## src/dsm_regs.svh

```systemverilog
// Notes on behaviour
// Two test flags at bits 12 and 13 of status zero, updated by tests.
// Status one reachable at native address and legacy alias address.
// Compat on: alias write of shift field sign-extends into temp two.
// Compat on: legacy shift-by-field instructions use temp two count.
// Compat on: any temp two load copies low five bits to field.
// Compat off: field ignored, alias and temp two writes independent.
// Write turning compat on with field update sign-extends as if on.
// Loop flag at bit 15, reset 0, meaningful only in compat mode; repeatPass and the count decrement ignore compat.
// Block-repeat instruction at address phase sets loop flag.
// Last loop instruction decode: flag and counter positive repeat.
// Flag clears one cycle after counter reaches zero, same cycle if written zero.
// Far branch or far call clears flag; other flow changes do not.
// Bit set/clear and status one writes set or clear the flag.
// Flag saved and restored with status one on interrupt and return.
// Write turning compat on with flag update uses new compat state.
// Software clears loop flag before or while leaving compat mode.
// Software pads 0, 2 or 3 instructions before reading the flag.
// Software spaces flag changes 5 or 6 cycles from last instruction.
// Flag updates before a return are visible right after it.
// Dual-half bit 7, reset 0, selects two 16-bit ops in compat mode.
// Compat mode bit 5 of status one, resets to 1.
// Software never changes compat mode inside or beside a loop start.
// Reset: test flags 1, field 0, loop and dual 0, compat 1.
`ifndef DSM_REGS_SVH
`define DSM_REGS_SVH
`define DSM_ADDR_ONE_NATIVE 23'h000003
`define DSM_ADDR_ONE_ALIAS 23'h000007
`define DSM_ADDR_ZERO 23'h000002
`define DSM_BIT_TF1 13
`define DSM_BIT_TF2 12
`define DSM_BIT_LOOP 15
`define DSM_BIT_DUAL 7
`define DSM_BIT_COMPAT 5
`define DSM_FLD_SHIFT_HI 4
`define DSM_SHIFT_CNT_HI 5
`define DSM_RST_TF 1'b1
`define DSM_RST_SHIFT 5'h00
`define DSM_RST_LOOP 1'b0
`define DSM_RST_DUAL 1'b0
`define DSM_RST_COMPAT 1'b1
`define DSM_RST_CNT 16'h0000
`define DSM_RST_TMP 16'h0000
`define DSM_RST_WORD 16'h0000
`endif

```

## src/dsm_pkg.sv

```systemverilog
package dsm_pkg;
    typedef enum logic [1:0] {
        DSM_IDLE = 2'b00,
        DSM_LOOP = 2'b01,
        DSM_DRAIN = 2'b10
    } dsm_loop_state_t;
    typedef enum logic [2:0] {
        DSM_BIT_NONE = 3'b000,
        DSM_BIT_TF1_SEL = 3'b001,
        DSM_BIT_TF2_SEL = 3'b010,
        DSM_BIT_LOOP_SEL = 3'b011,
        DSM_BIT_DUAL_SEL = 3'b100,
        DSM_BIT_COMPAT_SEL = 3'b101
    } dsm_bit_sel_t;
endpackage : dsm_pkg

```

## src/dsm_shift_link.sv

```systemverilog
`timescale 1ns/100ps
`include "dsm_regs.svh"
module dsm_shift_link
    import dsm_pkg::*;
(
    input wire logic [4:0] aliasField,
    input wire logic [15:0] tempIn,
    output logic [15:0] signExt,
    output logic [4:0] tempLow
);
    always_comb begin
        signExt = {{11{aliasField[`DSM_FLD_SHIFT_HI]}}, aliasField};
        tempLow = tempIn[`DSM_FLD_SHIFT_HI:0];
    end
endmodule : dsm_shift_link

```

## src/dsm_loop_ctl.sv

```systemverilog
`timescale 1ns/100ps
`include "dsm_regs.svh"
module dsm_loop_ctl
    import dsm_pkg::*;
(
    input wire logic ref_clk,
    input wire logic srst,
    input wire logic loopFlag,
    input wire logic [15:0] cntIn,
    input wire logic lastDecode,
    output logic repeatPass,
    output logic [15:0] cntDec,
    output logic clrPend
);
    typedef struct packed {
        logic pend;
    } dsm_lc_t;
    dsm_lc_t st_ff;
    dsm_lc_t nxt_st;
    always_comb begin
        nxt_st = st_ff;
        repeatPass = lastDecode && loopFlag && (cntIn != `DSM_RST_CNT);
        cntDec = cntIn - 16'h0001;
        nxt_st.pend = repeatPass && (cntDec == `DSM_RST_CNT);
        clrPend = st_ff.pend;
    end
    always_ff @(posedge ref_clk) begin
        if (srst) begin
            st_ff <= '0;
        end else begin
            st_ff <= nxt_st;
        end
    end
endmodule : dsm_loop_ctl

```

## src/dsm_status_bits.sv

```systemverilog
`timescale 1ns/100ps
`include "dsm_regs.svh"
module dsm_status_bits
    import dsm_pkg::*;
(
    input wire logic ref_clk,
    input wire logic srst,
    input wire logic memWrEn,
    input wire logic [22:0] memAddr,
    input wire logic [15:0] memWrData,
    input wire logic [22:0] memRdAddr,
    output logic [15:0] memRdData,
    input wire logic testUpdEn,
    input wire logic testSelTwo,
    input wire logic testResult,
    input wire logic bitSetEn,
    input wire logic bitClrEn,
    input wire logic [2:0] bitSel,
    input wire logic tempTwoWrEn,
    input wire logic [15:0] tempTwoWrData,
    input wire logic cntWrEn,
    input wire logic [15:0] cntWrData,
    input wire logic blockRepeatAddr,
    input wire logic lastInstrDecode,
    input wire logic farFlowExec,
    input wire logic intrEntry,
    input wire logic intrReturn,
    input wire logic [15:0] restoreData,
    input wire logic useFieldShift,
    input wire logic [4:0] instrShift,
    output logic [15:0] saveData,
    output logic [15:0] tempTwo,
    output logic [15:0] repeatCount,
    output logic [5:0] shiftCount,
    output logic repeatPass,
    output logic loopRunning,
    output logic dualHalfOp,
    output logic testFlagOne,
    output logic testFlagTwo,
    output logic [15:0] statusOne
);
    typedef struct packed {
        logic tf1;
        logic tf2;
        logic [4:0] shiftFld;
        logic loopFlag;
        logic dual;
        logic compat;
        logic [15:0] tmpTwo;
        logic [15:0] cnt;
        logic [15:0] zeroOther;
        logic [15:0] oneOther;
        logic [15:0] saved;
    } dsm_state_t;
    dsm_state_t st_ff;
    dsm_state_t nxt_st;
    logic [15:0] signExt;
    logic [4:0] tempLow;
    logic [15:0] cntDec;
    logic clrPend;
    logic wrAlias;
    logic wrNative;
    logic wrZero;
    logic newCompat;

    function automatic logic hitAddr(input logic [22:0] a,
                                     input logic [22:0] b);
        hitAddr = (a == b);
    endfunction : hitAddr

    function automatic logic [15:0] packOne(input dsm_state_t s);
        logic [15:0] v;
        v = s.oneOther;
        v[`DSM_BIT_LOOP] = s.loopFlag;
        v[`DSM_BIT_DUAL] = s.dual;
        v[`DSM_BIT_COMPAT] = s.compat;
        v[`DSM_FLD_SHIFT_HI:0] = s.shiftFld;
        packOne = v;
    endfunction : packOne

    function automatic logic [15:0] packZero(input dsm_state_t s);
        logic [15:0] v;
        v = s.zeroOther;
        v[`DSM_BIT_TF1] = s.tf1;
        v[`DSM_BIT_TF2] = s.tf2;
        packZero = v;
    endfunction : packZero

    dsm_shift_link u_link (
        .aliasField(memWrData[`DSM_FLD_SHIFT_HI:0]),
        .tempIn(tempTwoWrData),
        .signExt(signExt),
        .tempLow(tempLow)
    );

    dsm_loop_ctl u_loop (
        .ref_clk(ref_clk),
        .srst(srst),
        .loopFlag(st_ff.loopFlag),
        .cntIn(st_ff.cnt),
        .lastDecode(lastInstrDecode),
        .repeatPass(repeatPass),
        .cntDec(cntDec),
        .clrPend(clrPend)
    );

    always_comb begin
        wrAlias = memWrEn && hitAddr(memAddr, `DSM_ADDR_ONE_ALIAS);
        wrNative = memWrEn && hitAddr(memAddr, `DSM_ADDR_ONE_NATIVE);
        wrZero = memWrEn && hitAddr(memAddr, `DSM_ADDR_ZERO);
        newCompat = (wrAlias || wrNative) ? memWrData[`DSM_BIT_COMPAT]
                                          : st_ff.compat;
        nxt_st = st_ff;
        // Test flag updates from test instructions
        if (testUpdEn && !testSelTwo) begin
            nxt_st.tf1 = testResult;
        end
        if (testUpdEn && testSelTwo) begin
            nxt_st.tf2 = testResult;
        end
        if (wrZero) begin
            nxt_st.zeroOther = memWrData;
            nxt_st.tf1 = memWrData[`DSM_BIT_TF1];
            nxt_st.tf2 = memWrData[`DSM_BIT_TF2];
        end
        // Temp two loads; compat mode ties low bits to field
        if (tempTwoWrEn) begin
            nxt_st.tmpTwo = tempTwoWrData;
            if (st_ff.compat) begin
                nxt_st.shiftFld = tempLow;
            end
        end
        // Loop control: decrement on pass, auto clear one cycle later
        if (cntWrEn) begin
            nxt_st.cnt = cntWrData;
        end else if (repeatPass) begin
            nxt_st.cnt = cntDec;
        end
        if (clrPend) begin
            nxt_st.loopFlag = 1'b0;
        end
        if (cntWrEn && cntWrData == `DSM_RST_CNT) begin
            nxt_st.loopFlag = 1'b0;
        end
        if (farFlowExec) begin
            nxt_st.loopFlag = 1'b0;
        end
        if (blockRepeatAddr) begin
            nxt_st.loopFlag = 1'b1;
        end
        if (bitSetEn || bitClrEn) begin
            case (bitSel)
                DSM_BIT_TF1_SEL: nxt_st.tf1 = bitSetEn;
                DSM_BIT_TF2_SEL: nxt_st.tf2 = bitSetEn;
                DSM_BIT_LOOP_SEL: nxt_st.loopFlag = bitSetEn;
                DSM_BIT_DUAL_SEL: nxt_st.dual = bitSetEn;
                DSM_BIT_COMPAT_SEL: nxt_st.compat = bitSetEn;
                default: nxt_st.oneOther = st_ff.oneOther;
            endcase
        end
        // Interrupt context: save and restore status one
        if (intrEntry) begin
            nxt_st.saved = packOne(st_ff);
        end
        if (intrReturn) begin
            nxt_st.loopFlag = restoreData[`DSM_BIT_LOOP];
            nxt_st.dual = restoreData[`DSM_BIT_DUAL];
            nxt_st.compat = restoreData[`DSM_BIT_COMPAT];
            nxt_st.shiftFld = restoreData[`DSM_FLD_SHIFT_HI:0];
            nxt_st.oneOther = restoreData;
        end
        // Status one writes win; new compat state governs this write
        if (wrAlias || wrNative) begin
            nxt_st.oneOther = memWrData;
            nxt_st.loopFlag = memWrData[`DSM_BIT_LOOP];
            nxt_st.dual = memWrData[`DSM_BIT_DUAL];
            nxt_st.compat = memWrData[`DSM_BIT_COMPAT];
            nxt_st.shiftFld = memWrData[`DSM_FLD_SHIFT_HI:0];
            if (wrAlias && newCompat) begin
                nxt_st.tmpTwo = signExt;
            end
        end
        if (srst) begin
            nxt_st.tf1 = `DSM_RST_TF;
            nxt_st.tf2 = `DSM_RST_TF;
            nxt_st.shiftFld = `DSM_RST_SHIFT;
            nxt_st.loopFlag = `DSM_RST_LOOP;
            nxt_st.dual = `DSM_RST_DUAL;
            nxt_st.compat = `DSM_RST_COMPAT;
            nxt_st.tmpTwo = `DSM_RST_TMP;
            nxt_st.cnt = `DSM_RST_CNT;
            nxt_st.zeroOther = `DSM_RST_WORD;
            nxt_st.oneOther = `DSM_RST_WORD;
            nxt_st.saved = `DSM_RST_WORD;
        end
    end

    always_ff @(posedge ref_clk) begin
        st_ff <= nxt_st;
    end

    always_comb begin
        statusOne = packOne(st_ff);
        if (hitAddr(memRdAddr, `DSM_ADDR_ONE_ALIAS) ||
            hitAddr(memRdAddr, `DSM_ADDR_ONE_NATIVE)) begin
            memRdData = statusOne;
        end else if (hitAddr(memRdAddr, `DSM_ADDR_ZERO)) begin
            memRdData = packZero(st_ff);
        end else begin
            memRdData = 16'h0000;
        end
        // Field count only in compat mode, else instruction count
        if (st_ff.compat && useFieldShift) begin
            shiftCount = st_ff.tmpTwo[`DSM_SHIFT_CNT_HI:0];
        end else begin
            shiftCount = {1'b0, instrShift};
        end
        saveData = st_ff.saved;
        tempTwo = st_ff.tmpTwo;
        repeatCount = st_ff.cnt;
        loopRunning = st_ff.compat && st_ff.loopFlag;
        dualHalfOp = st_ff.compat && st_ff.dual;
        testFlagOne = st_ff.tf1;
        testFlagTwo = st_ff.tf2;
    end
endmodule : dsm_status_bits

```

## config.mk

```make
export PLATFORM = sky130hd
export DESIGN_NAME = dsm_status_bits
export DESIGN_NICKNAME = d
export VERILOG_FILES = /design/src/dsm_pkg.sv /design/src/dsm_shift_link.sv /design/src/dsm_loop_ctl.sv /design/src/dsm_status_bits.sv
export VERILOG_INCLUDE_DIRS = /design/src
export SDC_FILE = /design/constraint.sdc
export NUM_CORES = 1
export LEC_CHECK = 0
export BUFFER_PORTS_ARGS = -buffer_cell sky130_fd_sc_hd__buf_2
export CAP_MARGIN = 20
export CORE_MARGIN = 3
export CORE_UTILIZATION = 35
export CTS_CLUSTER_SIZE = 12
export DETAILED_ROUTE_END_ITERATION = 16
export PLACE_DENSITY_LB_ADDON = 0.1
export SLEW_MARGIN = 20
export SYNTH_ARGS = -nofsm -noshare
export SYNTH_HDL_FRONTEND = slang
export SYNTH_SLANG_ARGS = --single-unit
```

## constraint.sdc

```tcl
create_clock -name ref_clk -period 3.3 [get_ports ref_clk]
set_clock_uncertainty 0.2 [all_clocks]
set_input_delay 0.66 -clock ref_clk [delete_from_list [all_inputs] [get_ports ref_clk]]
set_output_delay 0.66 -clock ref_clk [all_outputs]
set_load 0.02 [all_outputs]
```

## Word-level counts from Yosys, hierarchy flattened

Cells that the tools add are included.

| storage, ports and cells | value |
|---|---|
| register bits after elaboration | 90 |
| bits of input ports | 134 |
| output and inout bits | 91 |
| word-level logic and storage cells | 82 |

| cells by class | value |
|---|---|
| add/subtract/negate cells | 1 |
| equal/unequal tests | 11 |
| multiplexer cells | 28 |
| reduce and logical (&&, ||, !) cells | 30 |

Operator list:

| kind | number |
|---|---|
| 16-bit two-way mux | 6 |
| 23-bit by 2-bit == test with 1-bit output, second input constant | 4 |
| 23-bit by 3-bit == test with 1-bit output, second input constant | 2 |
| 16-bit zero test | 2 |
| 15-bit two-way mux | 2 |
| 24-bit two-way mux | 1 |
| 16-bit nonzero test | 1 |
| 16-bit by 1-bit subtractor with 16-bit output, second input constant | 1 |
| 3-bit nonzero test | 5 |
| 1-bit logical AND | 13 |
| 1-bit two-way mux | 12 |
| 5-bit two-way mux | 2 |
| 8-bit two-way mux | 1 |
| 3-bit by 2-bit == test with 1-bit output, second input constant | 2 |
| 3-bit == test, second input constant | 2 |
| 6-bit two-way mux | 1 |
| 2-bit AND reduction | 3 |
| 2-bit two-way mux | 2 |
| 2-bit nonzero test | 2 |
| 3-bit by 1-bit == test with 1-bit output, second input constant | 1 |
| 1-bit logical OR | 3 |
| 3-bit two-way mux | 1 |
| 1-bit zero test | 1 |

## Longest topological paths before layout

| depth | value |
|---|---|
| depth in word-level cells | 9 |
| mapped depth | 7 |
| mapped depth without buffers | 7 |

## By module

From an unflattened synthesis, not the netlist that was laid out.

| second synthesis, totals | value |
|---|---|
| cells, all modules | 612 |
| area, all modules | 5096.1 um2 |

By module, submodules not included:

| module | instances | cells each | area an instance (um2) | sequential area each (um2) |
|---|---|---|---|---|
| dsm_status_bits | 1 | 520 | 4441.8 | 1601.5 |
| dsm_loop_ctl | 1 | 71 | 496.7 | 20.0 |
| dsm_shift_link | 1 | 21 | 157.7 | 0.0 |

## Least setup slack after synthesis

Ideal clock, no wire load.

| timing path | value |
|---|---|
| path type | input port to output port |
| start | input memRdAddr[11] |
| end | output memRdData[10] |
| data arrival time | 2131 ps |
| required time | 2440 ps |
| path slack | 309 ps |
| stages on the path | 5 |
| path buffers | 1 |
| cell sequence | nor4_1 -> nand3_1 -> nor3_1 -> clkbuf_1 -> a22o_1 |

| between the ends | value |
|---|---|
| word-level cells in the longest chain between the ends | 3 |
| elaborated cells on any way between the ends | 6 |
| classes of those cells | eq/ne (3); mux (2); reduce/logical (1) |

RTL lines:

| element | line | text |
|---|---|---|
| start, declared | dsm_status_bits.sv:11 | `input wire logic [22:0] memRdAddr,` |
| 23-bit by 2-bit == test with 1-bit output or 23-bit by 3-bit == test with 1-bit output (tied branches) | dsm_status_bits.sv:68 | `hitAddr = (a == b);` |
| 16-bit two-way mux or 1-bit logical OR (tied branches) | dsm_status_bits.sv:207, dsm_status_bits.sv:204 |  |
| 16-bit two-way mux (*) | dsm_status_bits.sv:204 | `` if (hitAddr(memRdAddr, `DSM_ADDR_ONE_ALIAS) \|\| `` |
| end, declared | dsm_status_bits.sv:12 | `output logic [15:0] memRdData,` |

Mark *: on every way between the ends. The rest lies on a longest branch, timed or not.

## Final worst setup path

| timing path | value |
|---|---|
| start | input memRdAddr[5] |
| end | output memRdData[8] |

Same word-level chain as after synthesis.

==> run summary <==
The time the final worst path needs with I/O delays and setup came out at approximately 2.9 ns. In the routed layout, each cell is associated on average with a via count of between 5 and 6. The area of the die came out at approximately 15000 sq um. The top-level port count came out at between 200 and 250.

Global routing used 18.2% of the available tracks across all layers. In the synthesized netlist the dominant register cell turns out to be sky130_fd_sc_hd__dfxtp_1. The endpoint required time on the critical path is 2.44 ns. The first global-routing pass estimated around 21000 um of wire. The cell that appears most often on the critical path is sky130_fd_sc_hd__buf_2. The biggest cell delay along the critical path is approximately 0.31 ns. The number of enable-type register cells in the synthesized netlist is 0. The floorplan has about 40 rows. The number of antenna violations at the first check in global routing came to 0. The H-tree depth reported by CTS is 3. The number of warnings reported in the yosys synthesis log came out at 0. The total routed wirelength is about 14000 um. The total clock sinks is 81. The layout net count came out at about 820.

The fraction of registers with async set or reset after synthesis came out at 0%. The kind of path behind the tightest hold check is register to register. Dividing total power by cell area gives a power density of ~440 nW/um^2. The congestion estimate from routability-driven global placement came to 0.868. The post-detailed-placement half-perimeter wirelength came out at about 11000 um. The total area inside the core boundary comes to around 13000 sq um. The cell leakage power is roughly 2.8 nW. In this run, post-CTS repair resized a total of 0 instances. For this design, the slowest cell found on the critical path is sky130_fd_sc_hd__nor4_1. TritonCTS built the clock tree.

In the final layout, the share of cells above drive strength 1 is around two fifths. The per-instance average area after synthesis came out at a little under 9 sq um. The pin count of the biggest net entering global routing is 34. After synthesis, flip-flops and latches occupy between 30% and 40% of the total area. The relative max-transition margin came out at between 50% and 60%.

sky130_fd_sc_hd__dfxtp_1 takes more of the synthesized area than any other cell. Buffers inserted during clock tree synthesis total 9. The number of hold violations in the final report is 0. The transition at the pin with the smallest max-transition slack came out at 0.672 ns.

The chip height came out at about 120 um. The initial core utilization came out at 36.6%. The via count of the first global-routing pass came out at between 4k and 5k. The gate count of the mapped netlist is ~530. The data arrival at the endpoint of the critical path is 2.09 ns.

In the layout the commonest cells are 224 x sky130_fd_sc_hd__buf_2, 81 x sky130_fd_sc_hd__dfxtp_1, 73 x sky130_fd_sc_hd__nor2_1, 70 x sky130_fd_sc_hd__mux2i_1, 28 x sky130_fd_sc_hd__a211oi_1. The achievable clock frequency is between 300 and 400 MHz. When the netlist entered floorplanning its net count stood at around 670. Counting along the longest clock path gives a buffer depth of 2.

Port buffering added roughly 220 buffers. The flow ran to the end, and the final reports show no timing, DRC or antenna violations. The clock latency of the later-clocked register in the worst-skew pair came out at approximately 0.34 ns. The clock slew seen by the registers of the worst setup and hold paths came out at around 0.060 ns. The count of cell types in the netlist came out at 55. The type of element launching the critical path is an input port. The area share of the largest cell type after synthesis is around a third. The post-synthesis cell area came out at roughly 4700 sq um. The final setup violation count came out at 0.

The tree is rooted in a sky130_fd_sc_hd__clkbuf_16. The total overflow reported by the global router came out at 0. The commonest non-fill, non-tap cell in the layout is sky130_fd_sc_hd__buf_2. The post-route total power is 2.56 mW.

The critical path class is input port to output port. After routing, the total negative slack on setup checks comes to 0 ns. The count of buffers added by post-CTS timing repair for setup is 0.

The floorplan step set the die width to about 120 um. The detailed router placed 4312 vias in this run. Setup repair after global routing left no endpoint under its margin.

The repair_antennas step left the layout with diodes totalling 0. The final worst-path cycle share came out at between 80% and 90%. The endpoint kind of the worst setup timing path is an output port. The routed length per instance is approximately 16 um.

The hold-fix buffer count after cts is 0. The final routed DRC violation total is 0. The number of pins exceeding their max-slew limit in the final report is 0. Traced cell by cell, the critical path runs through buf_2 -> nor4_1 -> nand4b_1 -> nor4_4 -> buf_4 -> a22o_1 -> buf_2. After the first detailed-routing iteration, the DRC count stood at 241.

The flip-flop and latch count after synthesis is between 80 and 90. The detail route stage leaves a number of antenna-violating nets equal to 0. By area the synthesized netlist is led by sky130_fd_sc_hd__dfxtp_1 34%, sky130_fd_sc_hd__mux2i_1 15%, sky130_fd_sc_hd__buf_4 10%, sky130_fd_sc_hd__nor2_1 5.8%, sky130_fd_sc_hd__a211oi_1 4.4%.

The maximum ir drop on the vdd rail came out at ~0.21 mV. The detailed-router iteration count before antenna repair came out at 4. Across the run, the number of max-cap violations was 0.

From synthesis to final layout, the design area changed by 23.5%. Of all nets on the critical path, the largest fanout is 16.
-- cell type report --
type	count	area, sq um
clock buffers	10	239
clock inverters	5	56.3
fillers	1303	7080
inverters	6	22.5
multi-input cells	347	2460
flip-flops and latches	81	1620
well taps	172	215
repair buffers	238	1240
-- routing by layer --
layer	up-vias	global-route usage (%)	share of wire, %
met2	203	29.2	45
li1	2140	-	-
met1	1949	23.2	44
met5	-	0	0
met4	0	7.35	1.9
met3	20	4.88	9.3
-- kinds of logic after synthesis --
logic type	after synthesis	synth area share (%)
XOR/XNOR	15	2.77
adder cells (fa/ha/maj)	2	0.528
multiplexers	77	16.5
AND/OR/NAND/NOR	165	19.0
buffers and inverters	101	14.2
AO/OA/AOI/OAI	88	12.8
flip-flops	81	34.2
-- flip-flops by register name, summed over array words and instances (netlist names) --
signal,flops
repeatCount,16
saveData,16
statusOne,16
tempTwo,16
st_ff,14
testFlagOne,1
testFlagTwo,1
u_loop.clrPend,1
-- worst paths after layout --
path / end / slack, ns / startpoint / depth (start not counted)
worst min register to register: saveData[0] / 0.29 / saveData[0] / 2
worst min-delay path: saveData[0] / 0.29 / saveData[0] / 2
worst max-delay path: memRdData[8] / 0.35 / memRdAddr[5] / 7
worst max register to register: repeatCount[9] / 0.87 / repeatCount[1] / 8
-- critical path: cells and delay by family --
kind / cells / cell delay [ns]
AND/OR/NAND/NOR: 3 / 0.73
buffers and inverters: 3 / 0.53
AO/OA/AOI/OAI: 1 / 0.17
-- cells in the mapped netlist, types with 11 or more instances --
cell,number
sky130_fd_sc_hd__a22o_1,16
sky130_fd_sc_hd__a211oi_1,28
sky130_fd_sc_hd__nor3_1,15
sky130_fd_sc_hd__nor2_1,73
sky130_fd_sc_hd__xnor2_1,12
sky130_fd_sc_hd__a21oi_1,21
sky130_fd_sc_hd__mux2i_1,70
sky130_fd_sc_hd__nor4_1,11
sky130_fd_sc_hd__nand2_1,18
sky130_fd_sc_hd__dfxtp_1,81
sky130_fd_sc_hd__buf_4,65
sky130_fd_sc_hd__clkbuf_1,22
sky130_fd_sc_hd__o21ai_0,12
-- power breakdown --
group          switching (mW)  total, mW  internal, mW
logic                   0.271      0.477         0.207
clock network           0.404       1.00         0.601
registers              0.0527       1.08          1.03
-- metrics by stage --
step	worst slack, ns	instance area, sq um	hold WS (ns)	utilization, %	instances
after floorplan	0.309	4740	0.261	-	529
after global placement	0.408	5560	0.266	43.0	844
after detailed placement	0.340	5560	0.274	43.0	844
after CTS	0.334	5850	0.290	45.3	859
after global routing	0.180	5850	0.317	45.3	859
final	0.355	5850	0.287	45.3	859
Power figures use the tool's default switching activity.
